===== src/logic/rcf_pkg.sv =====
/*
 * package of the read-only card command filter: register map, field
 * positions, command numbers and the state types.
 * assumes a 32-bit classic Wishbone slave port and one card bus.
 */
`default_nettype none
package rcf_pkg;
	// ----------------------------------------------------------------
	// register map (byte addresses)
	// ----------------------------------------------------------------
	localparam logic [7:0] ADR_CTRL = 8'h00;
	localparam logic [7:0] ADR_IRQ_STAT = 8'h04;
	localparam logic [7:0] ADR_IRQ_MASK = 8'h08;
	localparam logic [7:0] ADR_CARD_STATE = 8'h0c;
	localparam logic [7:0] ADR_MEDIA_TYPE = 8'h10;
	localparam logic [7:0] ADR_CMD_CLASS = 8'h14;
	localparam logic [7:0] ADR_CARD_CONFIG = 8'h18;
	localparam logic [7:0] ADR_LAST_ARG = 8'h1c;
	// ----------------------------------------------------------------
	// fields and fixed values
	// ----------------------------------------------------------------
	localparam int CTRL_LOCK_SUP = 0;
	localparam int CTRL_SEC_SUP = 1;
	localparam int CTRL_SEC_LO = 8;
	localparam int IRQ_ILLEGAL = 0;
	localparam int IRQ_LOCK_FAIL = 1;
	localparam int IRQ_CMD_DONE = 2;
	localparam int CCC_WRITE = 4;
	localparam int CCC_ERASE = 5;
	localparam int CCC_PROT = 6;
	localparam int CCC_LOCK = 7;
	localparam logic [15:0] MEDIA_TYPE_ROM = 16'h0001;
	localparam logic [11:0] CCC_BASE = 12'h5f5;
	localparam logic PERM_LOCK_VAL = 1'h1;
	localparam logic [3:0] SEC_V0 = 4'h0;
	localparam logic [3:0] SEC_V2 = 4'h2;
	localparam logic [3:0] SEC_V3 = 4'h3;
	localparam logic [3:0] SEC_V4 = 4'h4;
	localparam logic [3:0] LOCK_FN_LOCK = 4'h4;
	localparam logic [3:0] LOCK_FN_UNLOCK = 4'h0;
	localparam logic [5:0] FRAME_LAST = 6'h25;
	// ----------------------------------------------------------------
	// command numbers
	// ----------------------------------------------------------------
	localparam logic [5:0] CMD_GO_IDLE = 6'h00;
	localparam logic [5:0] CMD_LOCK = 6'h2a;
	localparam logic [5:0] CMD_APP = 6'h37;
	localparam logic [5:0] ACMD_SEC_WRITE = 6'h19;
	localparam logic [5:0] ACMD_SEC_ERASE = 6'h26;
	// ----------------------------------------------------------------
	// types
	// ----------------------------------------------------------------
	typedef enum logic [0:0] {
		RCF_RX_IDLE = 1'b0,
		RCF_RX_SHIFT = 1'b1
	} rcf_rx_t;
	typedef struct packed {
		logic [5:0] idx;
		logic [31:0] arg;
	} rcf_cmd_t;
	typedef struct packed {
		rcf_rx_t rx;
		logic [5:0] cnt;
		logic [37:0] shreg;
		logic [2:0] sclk_s;
		logic [1:0] cmd_s;
		logic app;
		logic locked;
		logic cs_illegal;
		logic cs_lock_fail;
		rcf_cmd_t last;
		logic lock_sup;
		logic sec_sup;
		logic [3:0] sec_ver;
		logic [2:0] irq_stat;
		logic [2:0] irq_mask;
		logic ack;
		logic [31:0] dat;
		logic irq;
	} rcf_state_t;
endpackage
`default_nettype wire


===== src/logic/rcf_filter.sv =====
/*
 * command filter of a read-only memory card: receives command frames
 * on the card bus, refuses write/erase/protect commands, handles the
 * optional lock and security commands, and presets the capability
 * fields. assumes a classic Wishbone master on clk and a card bus
 * clock well below clk/4, sampled here as an ordinary input.
 */
`timescale 1ns/1ps
`default_nettype none
module rcf_filter import rcf_pkg::*; #(
	parameter logic [15:0] LOCK_PASSWORD = 16'h1234
) (
	// clock and reset
	input wire logic clk,
	input wire logic resetn,
	// wishbone slave
	input wire logic wb_cyc_i,
	input wire logic wb_stb_i,
	input wire logic wb_we_i,
	input wire logic [7:0] wb_adr_i,
	input wire logic [3:0] wb_sel_i,
	input wire logic [31:0] wb_dat_i,
	output logic wb_ack_o,
	output logic [31:0] wb_dat_o,
	// card bus
	input wire logic card_clk,
	input wire logic card_cmd,
	// interrupt
	output logic irq_o
);
	// ----------------------------------------------------------------
	// state
	// ----------------------------------------------------------------
	rcf_state_t st_ff;
	rcf_state_t nxt_st;
	localparam rcf_state_t ST_RESET = '0;

	logic frame_done;
	rcf_cmd_t cmd;
	logic [3:0] lock_fn;
	logic pwd_ok;
	logic bad_cmd;
	logic lock_bad;
	logic [11:0] cmd_class;
	logic [3:0] sec_field;
	logic [31:0] wmask;
	logic [31:0] rdata;
	logic wr_fire;
	logic [2:0] ev_set;
	logic [2:0] ev_clr;

	assign wb_ack_o = st_ff.ack;
	assign wb_dat_o = st_ff.dat;
	assign irq_o = st_ff.irq;

	// ----------------------------------------------------------------
	// command decoders
	// ----------------------------------------------------------------
	function automatic logic rcf_is_unsup(input logic [5:0] idx);
		unique case (idx)
			6'h18, 6'h19, 6'h1b, 6'h1c, 6'h1d, 6'h1e, 6'h20, 6'h21,
			6'h26: rcf_is_unsup = 1'b1;
			default: rcf_is_unsup = 1'b0;
		endcase
	endfunction

	function automatic logic rcf_is_sec(input logic [5:0] idx);
		unique case (idx)
			6'h12, 6'h19, 6'h1a, 6'h26, 6'h2b, 6'h2c, 6'h2d, 6'h2e,
			6'h2f, 6'h30, 6'h31: rcf_is_sec = 1'b1;
			default: rcf_is_sec = 1'b0;
		endcase
	endfunction

	function automatic logic rcf_sec_legal(input logic [3:0] v);
		rcf_sec_legal = (v == SEC_V0) || (v == SEC_V2) ||
			(v == SEC_V3) || (v == SEC_V4);
	endfunction

	// ----------------------------------------------------------------
	// capability fields from fixed values and the control register
	// ----------------------------------------------------------------
	always_comb begin
		cmd_class = CCC_BASE;
		cmd_class[CCC_WRITE] = 1'b0;
		cmd_class[CCC_ERASE] = 1'b0;
		cmd_class[CCC_PROT] = 1'b0;
		cmd_class[CCC_LOCK] = st_ff.lock_sup;
		sec_field = st_ff.sec_sup ? st_ff.sec_ver : SEC_V0;
	end

	// ----------------------------------------------------------------
	// bus decode
	// ----------------------------------------------------------------
	always_comb begin
		wmask = {{8{wb_sel_i[3]}}, {8{wb_sel_i[2]}},
			{8{wb_sel_i[1]}}, {8{wb_sel_i[0]}}};
		wr_fire = wb_cyc_i && wb_stb_i && wb_we_i && st_ff.ack;
		rdata = '0;
		unique case (wb_adr_i)
			ADR_CTRL: begin
				rdata[CTRL_LOCK_SUP] = st_ff.lock_sup;
				rdata[CTRL_SEC_SUP] = st_ff.sec_sup;
				rdata[CTRL_SEC_LO +: 4] = st_ff.sec_ver;
			end
			ADR_IRQ_STAT: rdata[2:0] = st_ff.irq_stat;
			ADR_IRQ_MASK: rdata[2:0] = st_ff.irq_mask;
			ADR_CARD_STATE: begin
				rdata[0] = st_ff.locked;
				rdata[1] = st_ff.app;
				rdata[2] = st_ff.cs_illegal;
				rdata[3] = st_ff.cs_lock_fail;
				rdata[13:8] = st_ff.last.idx;
			end
			ADR_MEDIA_TYPE: rdata[15:0] = MEDIA_TYPE_ROM;
			ADR_CMD_CLASS: rdata[11:0] = cmd_class;
			ADR_CARD_CONFIG: begin
				rdata[0] = PERM_LOCK_VAL;
				rdata[7:4] = sec_field;
			end
			ADR_LAST_ARG: rdata = st_ff.last.arg;
			default: rdata = '0;
		endcase
	end

	// ----------------------------------------------------------------
	// command classification
	// ----------------------------------------------------------------
	always_comb begin
		frame_done = (st_ff.rx == RCF_RX_SHIFT) &&
			st_ff.sclk_s[1] && !st_ff.sclk_s[2] &&
			(st_ff.cnt == FRAME_LAST);
		cmd = {st_ff.shreg[36:0], st_ff.cmd_s[1]};
		lock_fn = cmd.arg[3:0];
		pwd_ok = (cmd.arg[31:16] == LOCK_PASSWORD);
		bad_cmd = 1'b0;
		if (!st_ff.app && rcf_is_unsup(cmd.idx)) begin
			bad_cmd = 1'b1;
		end
		if (!st_ff.app && cmd.idx == CMD_LOCK && !st_ff.lock_sup) begin
			bad_cmd = 1'b1;
		end
		if (st_ff.app && rcf_is_sec(cmd.idx) && !st_ff.sec_sup) begin
			bad_cmd = 1'b1;
		end
		if (st_ff.app && (cmd.idx == ACMD_SEC_WRITE ||
			cmd.idx == ACMD_SEC_ERASE)) begin
			bad_cmd = 1'b1;
		end
		lock_bad = !st_ff.app && cmd.idx == CMD_LOCK && st_ff.lock_sup &&
			!(pwd_ok && (lock_fn == LOCK_FN_LOCK ||
			lock_fn == LOCK_FN_UNLOCK));
	end

	// ----------------------------------------------------------------
	// next state
	// ----------------------------------------------------------------
	always_comb begin
		nxt_st = st_ff;
		nxt_st.sclk_s = {st_ff.sclk_s[1:0], card_clk};
		nxt_st.cmd_s = {st_ff.cmd_s[0], card_cmd};
		// frame receiver: start bit low, 6 index bits, 32 argument bits
		if (st_ff.sclk_s[1] && !st_ff.sclk_s[2]) begin
			unique case (st_ff.rx)
				RCF_RX_IDLE: begin
					if (!st_ff.cmd_s[1]) begin
						nxt_st.rx = RCF_RX_SHIFT;
						nxt_st.cnt = '0;
					end
				end
				RCF_RX_SHIFT: begin
					nxt_st.shreg = {st_ff.shreg[36:0], st_ff.cmd_s[1]};
					nxt_st.cnt = st_ff.cnt + 6'h01;
					if (st_ff.cnt == FRAME_LAST) begin
						nxt_st.rx = RCF_RX_IDLE;
					end
				end
			endcase
		end
		ev_set = '0;
		if (frame_done) begin
			nxt_st.last = cmd;
			nxt_st.cs_illegal = bad_cmd;
			nxt_st.cs_lock_fail = lock_bad;
			ev_set[IRQ_CMD_DONE] = 1'b1;
			ev_set[IRQ_ILLEGAL] = bad_cmd;
			ev_set[IRQ_LOCK_FAIL] = lock_bad;
			if (!bad_cmd) begin
				nxt_st.app = !st_ff.app && cmd.idx == CMD_APP;
				if (!st_ff.app && cmd.idx == CMD_LOCK && !lock_bad) begin
					nxt_st.locked = (lock_fn == LOCK_FN_LOCK);
				end
				if (!st_ff.app && cmd.idx == CMD_GO_IDLE) begin
					nxt_st.locked = ST_RESET.locked;
					nxt_st.app = ST_RESET.app;
					nxt_st.cs_illegal = ST_RESET.cs_illegal;
					nxt_st.cs_lock_fail = ST_RESET.cs_lock_fail;
				end
			end
		end
		// registers, written at the acknowledging edge
		ev_clr = '0;
		if (wr_fire && wb_adr_i == ADR_CTRL) begin
			if (wb_sel_i[0]) begin
				nxt_st.lock_sup = wb_dat_i[CTRL_LOCK_SUP];
				nxt_st.sec_sup = wb_dat_i[CTRL_SEC_SUP];
			end
			if (wb_sel_i[1] && rcf_sec_legal(wb_dat_i[CTRL_SEC_LO +: 4])) begin
				nxt_st.sec_ver = wb_dat_i[CTRL_SEC_LO +: 4];
			end
		end
		if (wr_fire && wb_adr_i == ADR_IRQ_MASK && wb_sel_i[0]) begin
			nxt_st.irq_mask = wb_dat_i[2:0];
		end
		if (wr_fire && wb_adr_i == ADR_IRQ_STAT) begin
			ev_clr = wb_dat_i[2:0] & wmask[2:0];
		end
		// set wins over a simultaneous clear
		nxt_st.irq_stat = (st_ff.irq_stat & ~ev_clr) | ev_set;
		nxt_st.irq = |(st_ff.irq_stat & st_ff.irq_mask);
		nxt_st.ack = wb_cyc_i && wb_stb_i && !st_ff.ack;
		nxt_st.dat = (wb_cyc_i && wb_stb_i && !st_ff.ack) ? rdata : '0;
	end

	always_ff @(posedge clk or negedge resetn) begin
		if (!resetn) begin
			st_ff <= ST_RESET;
		end else begin
			st_ff <= nxt_st;
		end
	end

	// ----------------------------------------------------------------
	// assertions
	// ----------------------------------------------------------------
	a_ack_single: assert property (@(posedge clk) disable iff (!resetn)
		wb_ack_o |=> !wb_ack_o)
		else $error("ack held longer than one cycle");
	a_ack_latency: assert property (@(posedge clk) disable iff (!resetn)
		(wb_cyc_i && wb_stb_i && !wb_ack_o) |=> wb_ack_o)
		else $error("ack not given one cycle after request");
	a_class_bits: assert property (@(posedge clk) disable iff (!resetn)
		cmd_class[CCC_PROT:CCC_WRITE] == 3'h0 &&
		(wb_adr_i != ADR_MEDIA_TYPE || rdata[15:0] == MEDIA_TYPE_ROM))
		else $error("write classes advertised or media type lost");
	a_lock_class: assert property (@(posedge clk) disable iff (!resetn)
		!st_ff.lock_sup |-> !cmd_class[CCC_LOCK])
		else $error("lock class advertised without lock support");
	a_sec_version: assert property (@(posedge clk) disable iff (!resetn)
		rcf_sec_legal(sec_field) && (st_ff.sec_sup || sec_field == 4'h0))
		else $error("illegal security version shown");
	a_unsup_illegal: assert property (@(posedge clk) disable iff (!resetn)
		(frame_done && !st_ff.app && rcf_is_unsup(cmd.idx)) |=>
		st_ff.cs_illegal && $stable(st_ff.locked) && st_ff.irq_stat[0])
		else $error("unsupported command not refused");
	a_nolock_illegal: assert property (@(posedge clk) disable iff (!resetn)
		(frame_done && !st_ff.app && cmd.idx == CMD_LOCK &&
		!st_ff.lock_sup) |=> st_ff.cs_illegal && $stable(st_ff.locked))
		else $error("lock command acted on without support");
	a_sec_illegal: assert property (@(posedge clk) disable iff (!resetn)
		(frame_done && st_ff.app && rcf_is_sec(cmd.idx) &&
		!st_ff.sec_sup) |=> st_ff.cs_illegal)
		else $error("security command accepted without support");
	a_prot_refuse: assert property (@(posedge clk) disable iff (!resetn)
		(frame_done && st_ff.app && (cmd.idx == ACMD_SEC_WRITE ||
		cmd.idx == ACMD_SEC_ERASE)) |=> st_ff.cs_illegal && st_ff.app)
		else $error("protected area write not refused");
	a_lock_fail: assert property (@(posedge clk) disable iff (!resetn)
		(frame_done && !st_ff.app && cmd.idx == CMD_LOCK &&
		st_ff.lock_sup && lock_fn != LOCK_FN_LOCK &&
		lock_fn != LOCK_FN_UNLOCK) |=> st_ff.cs_lock_fail ##1 irq_o ||
		!st_ff.irq_mask[IRQ_LOCK_FAIL])
		else $error("unsupported lock function not flagged");
	a_lock_preset: assert property (@(posedge clk) disable iff (!resetn)
		(frame_done && !st_ff.app && cmd.idx == CMD_LOCK &&
		st_ff.lock_sup && pwd_ok && lock_fn == LOCK_FN_LOCK) |=>
		st_ff.locked)
		else $error("lock with preset password did not lock");
	a_bad_keeps: assert property (@(posedge clk) disable iff (!resetn)
		(frame_done && bad_cmd) |=> $stable(st_ff.locked) &&
		st_ff.cs_illegal)
		else $error("refused command changed card state");
	a_go_idle: assert property (@(posedge clk) disable iff (!resetn)
		(frame_done && !st_ff.app && cmd.idx == CMD_GO_IDLE) |=>
		!st_ff.locked && !st_ff.app && !st_ff.cs_illegal)
		else $error("go-idle did not restore initial state");
	a_irq_level: assert property (@(posedge clk) disable iff (!resetn)
		##1 irq_o == |($past(st_ff.irq_stat) & $past(st_ff.irq_mask)))
		else $error("interrupt does not follow masked status");
	a_dat_idle: assert property (@(posedge clk) disable iff (!resetn)
		!wb_ack_o |-> wb_dat_o == 32'h0)
		else $error("read data shown without ack");
	a_perm_lock: assert property (@(posedge clk) disable iff (!resetn)
		(wb_ack_o && !wb_we_i && wb_adr_i == ADR_CARD_CONFIG) |->
		wb_dat_o[0] == PERM_LOCK_VAL)
		else $error("permanent lock bit not shown as set");
	a_media_read: assert property (@(posedge clk) disable iff (!resetn)
		(wb_ack_o && !wb_we_i && wb_adr_i == ADR_MEDIA_TYPE) |->
		wb_dat_o[15:0] == MEDIA_TYPE_ROM)
		else $error("media type read back wrong");
	a_stat_set: assert property (@(posedge clk) disable iff (!resetn)
		(|ev_set) |=> (st_ff.irq_stat & $past(ev_set)) == $past(ev_set))
		else $error("event lost against a clear");
	a_frame_cnt: assert property (@(posedge clk) disable iff (!resetn)
		st_ff.rx == RCF_RX_SHIFT |-> st_ff.cnt <= FRAME_LAST)
		else $error("frame counter ran past the last bit");
	a_cmd_done: assert property (@(posedge clk) disable iff (!resetn)
		frame_done |=> st_ff.irq_stat[IRQ_CMD_DONE] &&
		st_ff.last == $past(cmd))
		else $error("finished frame not recorded");
	a_unlock_done: assert property (@(posedge clk) disable iff (!resetn)
		(frame_done && !st_ff.app && cmd.idx == CMD_LOCK &&
		st_ff.lock_sup && pwd_ok && lock_fn == LOCK_FN_UNLOCK) |=>
		!st_ff.locked)
		else $error("unlock with preset password did not unlock");
	a_bad_password: assert property (@(posedge clk) disable iff (!resetn)
		(frame_done && !st_ff.app && cmd.idx == CMD_LOCK && !pwd_ok) |=>
		$stable(st_ff.locked))
		else $error("lock state changed on a wrong password");
	a_sec_write: assert property (@(posedge clk) disable iff (!resetn)
		(wr_fire && wb_adr_i == ADR_CTRL && wb_sel_i[1] &&
		!rcf_sec_legal(wb_dat_i[CTRL_SEC_LO +: 4])) |=>
		$stable(st_ff.sec_ver))
		else $error("illegal security version stored");
	a_irq_clear: assert property (@(posedge clk) disable iff (!resetn)
		(wr_fire && wb_adr_i == ADR_IRQ_STAT && !frame_done) |=>
		(st_ff.irq_stat & $past(wb_dat_i[2:0] & wmask[2:0])) == 3'h0)
		else $error("status bit not cleared by a one");
endmodule
`default_nettype wire


===== config.mk =====
export PLATFORM = sky130hd
export DESIGN_NAME = rcf_filter
export DESIGN_NICKNAME = d
export VERILOG_FILES = /design/src/logic/rcf_pkg.sv /design/src/logic/rcf_filter.sv
export SDC_FILE = /design/constraint.sdc
export NUM_CORES = 1
export LEC_CHECK = 0
export BUFFER_PORTS_ARGS = -buffer_cell sky130_fd_sc_hd__buf_2
export CORE_MARGIN = 5
export CORE_UTILIZATION = 30
export CTS_CLUSTER_SIZE = 28
export DETAILED_ROUTE_END_ITERATION = 7
export GPL_TIMING_DRIVEN = 0
export MAX_ROUTING_LAYER = met4
export SLEW_MARGIN = 20
export SYNTH_ARGS = -nofsm -noshare
export SYNTH_HDL_FRONTEND = slang
export SYNTH_SLANG_ARGS = --single-unit

===== constraint.sdc =====
create_clock -name clk -period 2.5 [get_ports clk]
set_input_delay 0.25 -clock clk [delete_from_list [all_inputs] [get_ports clk]]
set_output_delay 0.25 -clock clk [all_outputs]
set_load 0.005 [all_outputs]

Yosys cells after proc, flatten, opt, wreduce, memory -nomap -nowiden
Index checks and enable logic that the tools add are counted.

word-level totals
  register bits after elaboration = 137
  output and inout bits = 34

cells by class
  $add $sub $neg = 1
  equality and inequality tests = 34
  muxes and demuxes = 25
  bitwise operators = 7
  reduce and logical (&&, ||, !) cells = 52

operators by type and width
  operator              count
  $eq 6x6->1 const B    13
  $eq 6x5->1 const B    8
  $eq 8x5->1 const B    4
  $mux 32               1
  $logic_and 1x1->1     25
  $eq 16x13->1 const B  1
  $eq 8x4->1 const B    2
  $mux 16               1
  $pmux 4 s4            1
  $pmux 7 s2            1
  $pmux 4 s3            1
  $reduce_or 11->1      1
  $pmux 1 s5            2
  $reduce_and 2->1      5
  $and 3x3->3           3
  $reduce_or 9->1       1
  $eq 4x2->1 const B    2
  $eq 4x3->1 const B    2
  $eq 8x3->1 const B    1
  $logic_not 4->1       2
  $logic_not 8->1       1
  $mux 1                8
  $mux 4                2
  $logic_not 1->1       7
  other kinds (16)      24

Longest topological paths before layout
Gate-level depths: netlist (run 1).

  word-level depth = 10
  gate-level depth with buffers = 9

Worst setup path after synthesis (run 1)
OpenSTA, ideal clock, no wires.

  path type = register to register
  start point = register st_ff (netlist bit cmd[16])
  end point = register st_ff[86] (netlist name)
  setup time = 0.129 ns
  data arrival time = 1.689 ns
  slack = 0.682 ns
  cell stages (with the launch flop) = 6
  buffers on the path = 0
  period minus slack after synthesis = 1.818 ns
  path through = dfrtp_1 or4b_1 nor4_2 a31oi_1 a2111oi_2 o2bb2ai_1

on the way
  longest elaborated chain between the ends = 8

ends and longest elaborated chain
  element                      RTL line           source
  start, declared              rcf_filter.sv:34   rcf_state_t st_ff;
  start signal, assigned       rcf_filter.sv:229  st_ff <= nxt_st;
  $eq 16x13->1                 rcf_filter.sv:135  pwd_ok = (cmd.arg[31:16] == LOCK_PASSWORD);
  $logic_and 1x1->1            rcf_filter.sv:151  !(pwd_ok && (lock_fn == LOCK_FN_LOCK ||
  $logic_not 1->1              rcf_filter.sv:151
  $logic_and 1x1->1            rcf_filter.sv:150  lock_bad = !st_ff.app && cmd.idx == CMD_LOCK && st_ff.lock_sup &&
  $logic_not 1->1              rcf_filter.sv:190  if (!st_ff.app && cmd.idx == CMD_LOCK && !lock_bad) begin
  $logic_and 1x1->1            rcf_filter.sv:190
  $reduce_bool 2->1 (no line)  n/a
  $reduce_and 3->1 (no line)   n/a

Every way passes these cells.
A chain may end at the register's enable or synchronous reset.

Worst setup path in the final report (run 1)
Same ends and word-level chain as after synthesis.

==> summary.txt, run 1 <==
Status
  – Outcome: finished clean

Detailed routing
  – Via Count: 4,056
  – Vias per cell: 4.517
  – DRC Markers: 0
  – Drt wl/cell: 14.20 um
  – Detailed Routing Iterations Pass 1: 4
  – Final WL: 12,750 um
  – Post-route ant nets: 0
  – Drt initial violations: 255

Flow run
  – Max-cap violations: 0

STA
  – Period utilization: 85.13%
  – Post-route minimum period: 2.128 ns
  – RSZ-0062 raised after global routing: no
  – Setup Viol. Count Final: 0
  – Final Max Tran Viols: 0
  – Max Freq: 469.9 MHz
  – Worst-margin pin slew: 0.6447 ns
  – Hold WS: 0.08453 ns
  – Final WS setup: 0.3719 ns
  – Fin. Hold Viols: 0
  – Rel. slew slack: 56.62%
  – Skew final: 0.008361 ns
  – Final setup TNS: 0 ns

Floorplanning
  – Io pins: 85
  – Die Width: 150.5 um
  – Core area: 19,460 um2
  – Initial Util: 30.43%
  – DIE AREA: 22,650 um2
  – Num rows: 51
  – Die Ht: 150.5 um

Power and ir drop
  – Clock Power Share: 47.0%
  – Pwr/cell area: 702.1 nW/um2
  – Worst-case vdd ir drop: 0.0004515 V
  – Seq pwr share: 47.8%
  – P_int: 3.881 mW
  – Static leakage: 3.718 nW
  – Switching Share: 22.80%
  – Logic pwr share: 5.2%
  – Switching pwr: 1.146 mW

CTS
  – Number of H-tree levels: 4
  – Clk pin slew, worst setup/hold paths: 0.06 ns
  – Longest Clk Path Bufs: 2
  – Setup Buffers After CTS: 0
  – CTS Buf Count: 17
  – Hold-fix buffers at CTS: 3
  – # clock sinks: 137
  – Post-cts sizing count: 0
  – CTS Root Buffer Type: clkbuf_16
  – CTS tree: done
  – Clock Latency Late Sink: 0.42 ns

Cells and area
  – Diodes inserted: 0
  – Layout net count: 673
  – Fraction of layout instances using a drive strength above 1: 29.07%
  – Fin util: 36.79%
  – Layout area overhead: 20.89%

Logic synthesis
  – Synth top area cells: dfrtp_1 58%, mux2_2 8.7%, nand2_1 8.4%, buf_4 4.2%, and3_1 2.2%
  – Syn Nets: 595
  – Synth area leader: dfrtp_1
  – Post-synth top flop: dfrtp_1
  – Synth cell types: 57
  – Async S/R FF share, synth: 100.0%
  – Commonest cells post-synth: 137 x dfrtp_1, 133 x nand2_1, 46 x mux2_2
  – Synthesized instance count: 542
  – Yosys top cell area share: 57.88%
  – Syn_area_per_cell: 10.93 um2
  – Number of flops mapped to enable cells by yosys: 0
  – Top-count cell post-synth: dfrtp_1
  – FF+latch count, synth: 137
  – Synth Cell Area: 5923 um2
  – Post-synthesis sequential area ratio: 57.88%
  – Synth warn: 0

Global route
  – Global-route wire length before repair: 21,430 um
  – Global-route usage over all layers: 12.56%
  – Largest net degree at the start of global routing: 90
  – Vias in the first global route: 4,086
  – Congestion Overflow GR: 0
  – Initial antenna violation count: 0

Critical path
  – Worst Path Required: 2.80 ns
  – Max FO, Critical Path: 4
  – Crit path largest cell delay: 0.54 ns
  – Setup Crit Path Kind: flop to flop
  – Startpoint types: flop
  – Critical-path cell list: or4b_1, nor4_2, a31oi_1, a2111oi_2, o2bb2ai_1
  – Crit end category: flop
  – Critical Path AT: 2.43 ns
  – CP max stage cell: or4b_1

Placement
  – IO Port Bufs: 55
  – Post-detail-place hpwl: 8987 um
  – DP Worst Slack: 0.3604 ns
  – Routability-driven placement congestion ratio: 0.8725

Hold path
  – Hold WC Path Type: input port to flop
==> path summary, 6_finish.rpt <==
| check | from | to | slack (ns) | depth (start not counted) |
|---|---|---|---|---|
| setup / recovery | cmd[16] | st_ff[86] | 0.37 | 5 |
| hold / removal | wb_dat_i[8] | st_ff[40] | 0.08 | 2 |
| setup reg to reg | cmd[16] | st_ff[86] | 0.37 | 5 |
| hold reg to reg | nxt_st[91] | nxt_st[92] | 0.35 | 0 |
| max in group asynchronous | resetn | wb_dat_o[5] | 1.43 | 3 |
| min in group asynchronous | resetn | st_ff[67] | 0.31 | 2 |
==> cells by family (layout without fill, tap and decap cells) <==
group,after synthesis,count (layout),share of synthesized area (%)
adders and majority gates,2,2,0.4224
xor gates and xnor gates,1,1,0.1479
DFF,137,137,57.88
muxes,50,50,9.421
and+or+nand+nor,232,232,19.08
buffers and inverters,67,158,6.675
AOI/OAI and AO/OA,53,53,6.379
==> sequential cells by signal, indices dropped and copies added, names as in the netlist <==
register and flops:
cmd 38, cmd_class 1, irq_o 1, nxt_st 3, st_ff 61, wb_ack_o 1, wb_dat_o 32
==> through the flow <==
step | cell area [um2] | instances | total power, mW
2_1_floorplan | 5923 | 542 | 2.568
3_3_place_gp | 6530 | 862 | 2.695
3_5_place_dp | 6568 | 863 | 2.711
4_1_cts | 7161 | 898 | 5.091
5_1_grt | 7161 | 898 | 5.241
6_report | 7161 | 898 | 5.028
==> metal layers <==
layer	vias to the layer above	GRT usage, %	wire [um]
met3	23	3.612	621
met5	-	-	0
met4	0	4.849	299
li1	1981	-	-
met2	82	18.41	5734
met1	1970	16.50	6094
==> area by class of cell <==
| cell class | instances | area, um2 |
|---|---|---|
| Timing Repair Buffer | 59 | 342.8 |
| Inverter | 8 | 30.03 |
| Clock inverter | 6 | 63.81 |
| Sequential cell | 137 | 3428 |
| Clock buffer | 26 | 499.2 |
| Fill cell | 1936 | 12300 |
| Tap cell | 265 | 331.6 |
| Buffer | 59 | 365.4 |
| Multi-Input combinational cell | 338 | 2100 |
==> cell usage in the layout, fill, tap and decap left out, types with 7 or more instances in the layout <==
master and count:
a22oi_1 10, and3_1 21, buf_2 62, buf_4 33, clkbuf_1 19, clkbuf_16 17
dfrtp_1 137, inv_1 8, mux2_2 46, nand2_1 133, nand3_1 7, nor2_1 16
nor3_1 9, o21ai_0 12
==> power groups by stage <==
| stage | clock network, mW | registers, mW | logic [mW] |
|---|---|---|---|
| 2_1_floorplan | 0 | 2.42 | 0.150 |
| 3_3_place_gp | 0 | 2.44 | 0.253 |
| 3_5_place_dp | 0 | 2.44 | 0.267 |
| 4_1_cts | 2.41 | 2.40 | 0.271 |
| 5_1_grt | 2.50 | 2.42 | 0.316 |
| 6_report | 2.36 | 2.40 | 0.262 |
==> critical path: cells and delay by family (launching register included) <==
| family | cells | cell delay, ns |
|---|---|---|
| flops | 1 | 0.41 |
| simple gates | 2 | 0.92 |
| compound gates | 3 | 0.67 |
Power figures use the tool's default switching activity.
==> run 2, diff against run 1 <==
--- a/config.mk
+++ b/config.mk
@@ -5,13 +5,15 @@
 export SDC_FILE = /design/constraint.sdc
 export NUM_CORES = 1
 export LEC_CHECK = 0
+export ABC_AREA = 1
 export BUFFER_PORTS_ARGS = -buffer_cell sky130_fd_sc_hd__buf_2
 export CORE_MARGIN = 5
-export CORE_UTILIZATION = 30
+export CORE_UTILIZATION = 35
 export CTS_CLUSTER_SIZE = 28
 export DETAILED_ROUTE_END_ITERATION = 7
 export GPL_TIMING_DRIVEN = 0
 export MAX_ROUTING_LAYER = met4
+export REMOVE_ABC_BUFFERS = 1
 export SLEW_MARGIN = 20
 export SYNTH_ARGS = -nofsm -noshare
 export SYNTH_HDL_FRONTEND = slang
==> summary.txt, run 2 <==
STA
  – Setup Viol. Count Final: 0 (unchanged)
  – Post-route minimum period: 2.074 ns (was 2.128 ns)
  – RSZ-0062 raised after global routing: no (unchanged)
  – Rel. slew slack: 46.19% (was 56.62%)
  – Fin. Hold Viols: 0 (unchanged)
  – Final Max Tran Viols: 0 (unchanged)
  – Period utilization: 82.96% (was 85.13%)
  – Max Freq: 482.2 MHz (was 469.9 MHz)
  – Worst-margin pin slew: 0.8042 ns (was 0.6447 ns)
  – Hold WS: 0.1189 ns (was 0.08453 ns)
  – Final WS setup: 0.4261 ns (was 0.3719 ns)
  – Skew final: 0.007010 ns (was 0.008361 ns)

Detailed routing
  – Drt initial violations: 333 (was 255)
  – Drt wl/cell: 12.59 um (was 14.20 um)
  – Detailed Routing Iterations Pass 1: 4 (unchanged)
  – Via Count: 4,279 (was 4,056)
  – Post-route ant nets: 0 (unchanged)
  – Final WL: 11,870 um (was 12,750 um)
  – DRC Markers: 0 (unchanged)
  – Vias per cell: 4.538 (was 4.517)

CTS
  – Longest Clk Path Bufs: 2 (unchanged)
  – CTS Root Buffer Type: clkbuf_16 (unchanged)
  – Post-cts sizing count: 0 (unchanged)
  – CTS tree: done (unchanged)
  – Number of H-tree levels: 4 (unchanged)
  – # clock sinks: 137 (unchanged)
  – CTS Buf Count: 17 (unchanged)
  – Clk pin slew, worst setup/hold paths: 0.05 ns (was 0.06 ns)
  – Clock Latency Late Sink: 0.42 ns (about the same)

Placement
  – Post-detail-place hpwl: 7829 um (was 8987 um)
  – IO Port Bufs: 57 (was 55)
  – Routability-driven placement congestion ratio: 0.8177 (was 0.8725)
  – Placed cell count: 908 (was 863)
  – DP Worst Slack: 0.3787 ns (was 0.3604 ns)

Critical path
  – Setup Crit Path Kind: flop to flop (unchanged)
  – Critical Path AT: 2.40 ns (was 2.43 ns)
  – Startpoint types: flop (unchanged)
  – Setup slack, reg-to-reg: 0.43 ns (was 0.37 ns)
  – RR Startpoint: nxt_st[92] (was cmd[16])
  – Max FO, Critical Path: 80 (was 4)
  – Worst Reg-to-Reg Cells: 7 (was 5)
  – Crit end category: flop (unchanged)
  – Reg-to-Reg End: st_ff[60] (was st_ff[86])
  – Worst Path Required: 2.83 ns (was 2.80 ns)

Cells and area
  – Biggest register: st_ff (unchanged)
  – Commonest non-fill, non-tap cells in the layout: 181 x nand2_1, 137 x dfrtp_1, 71 x inv_1, 56 x nor2_1, 56 x buf_2 (was 137 x dfrtp_1, 133 x nand2_1, 62 x buf_2, 46 x mux2_2, 33 x buf_4)
  – Fraction of layout instances using a drive strength above 1: 17.01% (was 29.07%)
  – Multi-input logic area: 1913 um2 (was 2100 um2)
  – Fill cells: 1,652 (was 1,936)
  – Layout net count: 763 (was 673)
  – Diodes inserted: 0 (unchanged)
  – Final non-filler cell total: 943 (was 898)
  – Storage cell area: 3428 um2 (unchanged)
  – Most common cell after layout, fill and taps aside: nand2_1 (was dfrtp_1)
  – Fin util: 41.47% (was 36.79%)
  – Max FFs per register: 61 (unchanged)
  – Layout area overhead: 15.67% (was 20.89%)

Logic synthesis
  – Synth Cell Area: 5988 um2 (was 5923 um2)
  – Synth warn: 0 (unchanged)
  – Syn_area_per_cell: 8.768 um2 (was 10.93 um2)
  – Yosys top cell area share: 57.25% (was 57.88%)
  – Number of flops mapped to enable cells by yosys: 0 (unchanged)
  – Commonest cells post-synth: 182 x nand2_1, 137 x dfrtp_1, 71 x inv_1 (was 137 x dfrtp_1, 133 x nand2_1, 46 x mux2_2)
  – Synth cell types: 33 (was 57)
  – Synth area leader: dfrtp_1 (unchanged)
  – Synth top area cells: dfrtp_1 57%, nand2_1 11%, o21ai_0 4.5%, inv_1 4.5%, buf_4 4.1% (was dfrtp_1 58%, mux2_2 8.7%, nand2_1 8.4%, buf_4 4.2%, and3_1 2.2%)
  – Post-synth top flop: dfrtp_1 (unchanged)
  – Post-synthesis sequential area ratio: 57.25% (was 57.88%)
  – Async S/R FF share, synth: 100.0% (unchanged)
  – Synthesized instance count: 683 (was 542)
  – Top-count cell post-synth: nand2_1 (was dfrtp_1)
  – FF+latch count, synth: 137 (unchanged)

Global route
  – Vias in the first global route: 4,173 (was 4,086)
  – Initial antenna violation count: 0 (unchanged)
  – Largest net degree at the start of global routing: 81 (was 90)
  – Global-route usage over all layers: 13.42% (was 12.56%)
  – Global-route wire length before repair: 20,660 um (was 21,430 um)
  – Congestion Overflow GR: 0 (unchanged)

Floorplanning
  – Num rows: 47 (was 51)
  – Core area: 16,700 um2 (was 19,460 um2)
  – Io pins: 85 (unchanged)
  – Die Width: 140.8 um (was 150.5 um)
  – Initial Util: 35.86% (was 30.43%)
  – DIE AREA: 19,820 um2 (was 22,650 um2)
  – Die Ht: 140.8 um (was 150.5 um)

Power and ir drop
  – Switching Share: 21.13% (was 22.80%)
  – Pwr/cell area: 760.8 nW/um2 (was 702.1 nW/um2)
  – P_int: 4.157 mW (was 3.881 mW)
  – Switching pwr: 1.113 mW (was 1.146 mW)
  – Clock Power Share: 50.3% (was 47.0%)
  – Worst-case vdd ir drop: 0.0004891 V (was 0.0004515 V)
  – Logic pwr share: 5.0% (was 5.2%)
  – Total power: 5.270 mW (was 5.028 mW)
  – Seq pwr share: 44.6% (was 47.8%)
  – Static leakage: 3.240 nW (was 3.718 nW)

Hold path
  – Hold Crit Depth: 3 (was 2)
  – Hold WC Path Type: input port to flop (unchanged)
  – Hold Crit Start: wb_dat_i[8] (unchanged)
  – Hold Path End: st_ff[40] (unchanged)

Flow run
  – Max-cap violations: 0 (unchanged)

Status
  – Outcome: finished clean (unchanged)
## run 2: cell types whose count changed in the layout (fill, tap and decap cells not counted), moves of 10 or more
cell      change
a22oi_1      -10
and3_1       -21
buf_4        -33
clkbuf_1     -16
inv_1        +63
inv_2        +10
mux2_2       -45
nand2_1      +48
nand3_1      +12
nor2_1       +40
o21ai_0      +42
o21ai_1      +39
## run 2: cell families after synthesis
kind of cell / after synthesis / share of synthesized area (%)
adder cells (fa/ha/maj): 2 / 0.4178
AND/OR/NAND/NOR: 288 / 20.33
AO/OA/AOI/OAI: 118 / 10.70
multiplexers: 1 / 0.1880
flip-flops: 137 / 57.25
XOR/XNOR: 1 / 0.1463
buffers and inverters: 136 / 10.97
## run 2: layout make-up
type | instances | area share (%)
Clock buffer | 24 | 7.099
Clock inverter | 8 | 2.023
Inverter | 82 | 4.480
Multi-Input combinational cell | 410 | 27.62
Sequential cell | 137 | 49.49
Tap cell | 220 | 3.974
Timing Repair Buffer | 62 | 5.311
## run 2: timing repair
item | 4_1_cts | 5_1_grt
hold buffers | 3 | 0
endpoints found under the hold margin | 62 | 0
buffers inserted | 0 | 0
## run 2: through the flow
step | TNS, ns | cell area (um2)
floorplan | -6.492 | 5639
global placement | -161.45 | 6200
detailed placement | 0 | 6265
CTS | 0 | 6927
global route | 0 | 6927
finish | 0 | 6927
## run 2: critical path, cell delays in order (launching register included)
cell and delay (ns):
dfrtp_1 0.37, inv_1 0.05, nor2_1 0.06, nand2_4 0.51
nor2_4 0.15, inv_4 0.55, nand2_1 0.11, o21ai_1 0.12
## run 2: how the worst max path moves through the flow
| stage | slack [ns] | from | depth (start not counted) | to |
|---|---|---|---|---|
| after floorplan | -0.22 | nxt_st[92] | 7 | st_ff[137] |
| after global placement | -1.13 | nxt_st[92] | 7 | st_ff[137] |
| after detailed placement | 0.38 | nxt_st[92] | 7 | st_ff[137] |
| after CTS | 0.36 | nxt_st[92] | 7 | st_ff[137] |
| after global routing | 0.12 | nxt_st[92] | 7 | st_ff[137] |
| final | 0.43 | nxt_st[92] | 7 | st_ff[60] |
## run 2: power groups by stage
stage               registers (mW)  logic [mW]  clock network [mW]
floorplan                     2.38       0.149                   0
global placement              2.39       0.254                   0
detailed placement            2.39       0.268                   0
CTS                           2.35       0.274                2.71
global route                  2.36       0.311                2.83
finish                        2.35       0.265                2.65
## run 2: per-layer routing
metal  global-route usage [%]  vias up  share of wire, %
li1                         -     2183                 -
met1                    18.19     2007                50
met2                    19.23       79                44
met3                    4.639       10               5.2
met4                    3.723        0               1.1
met5                        -        -                 0
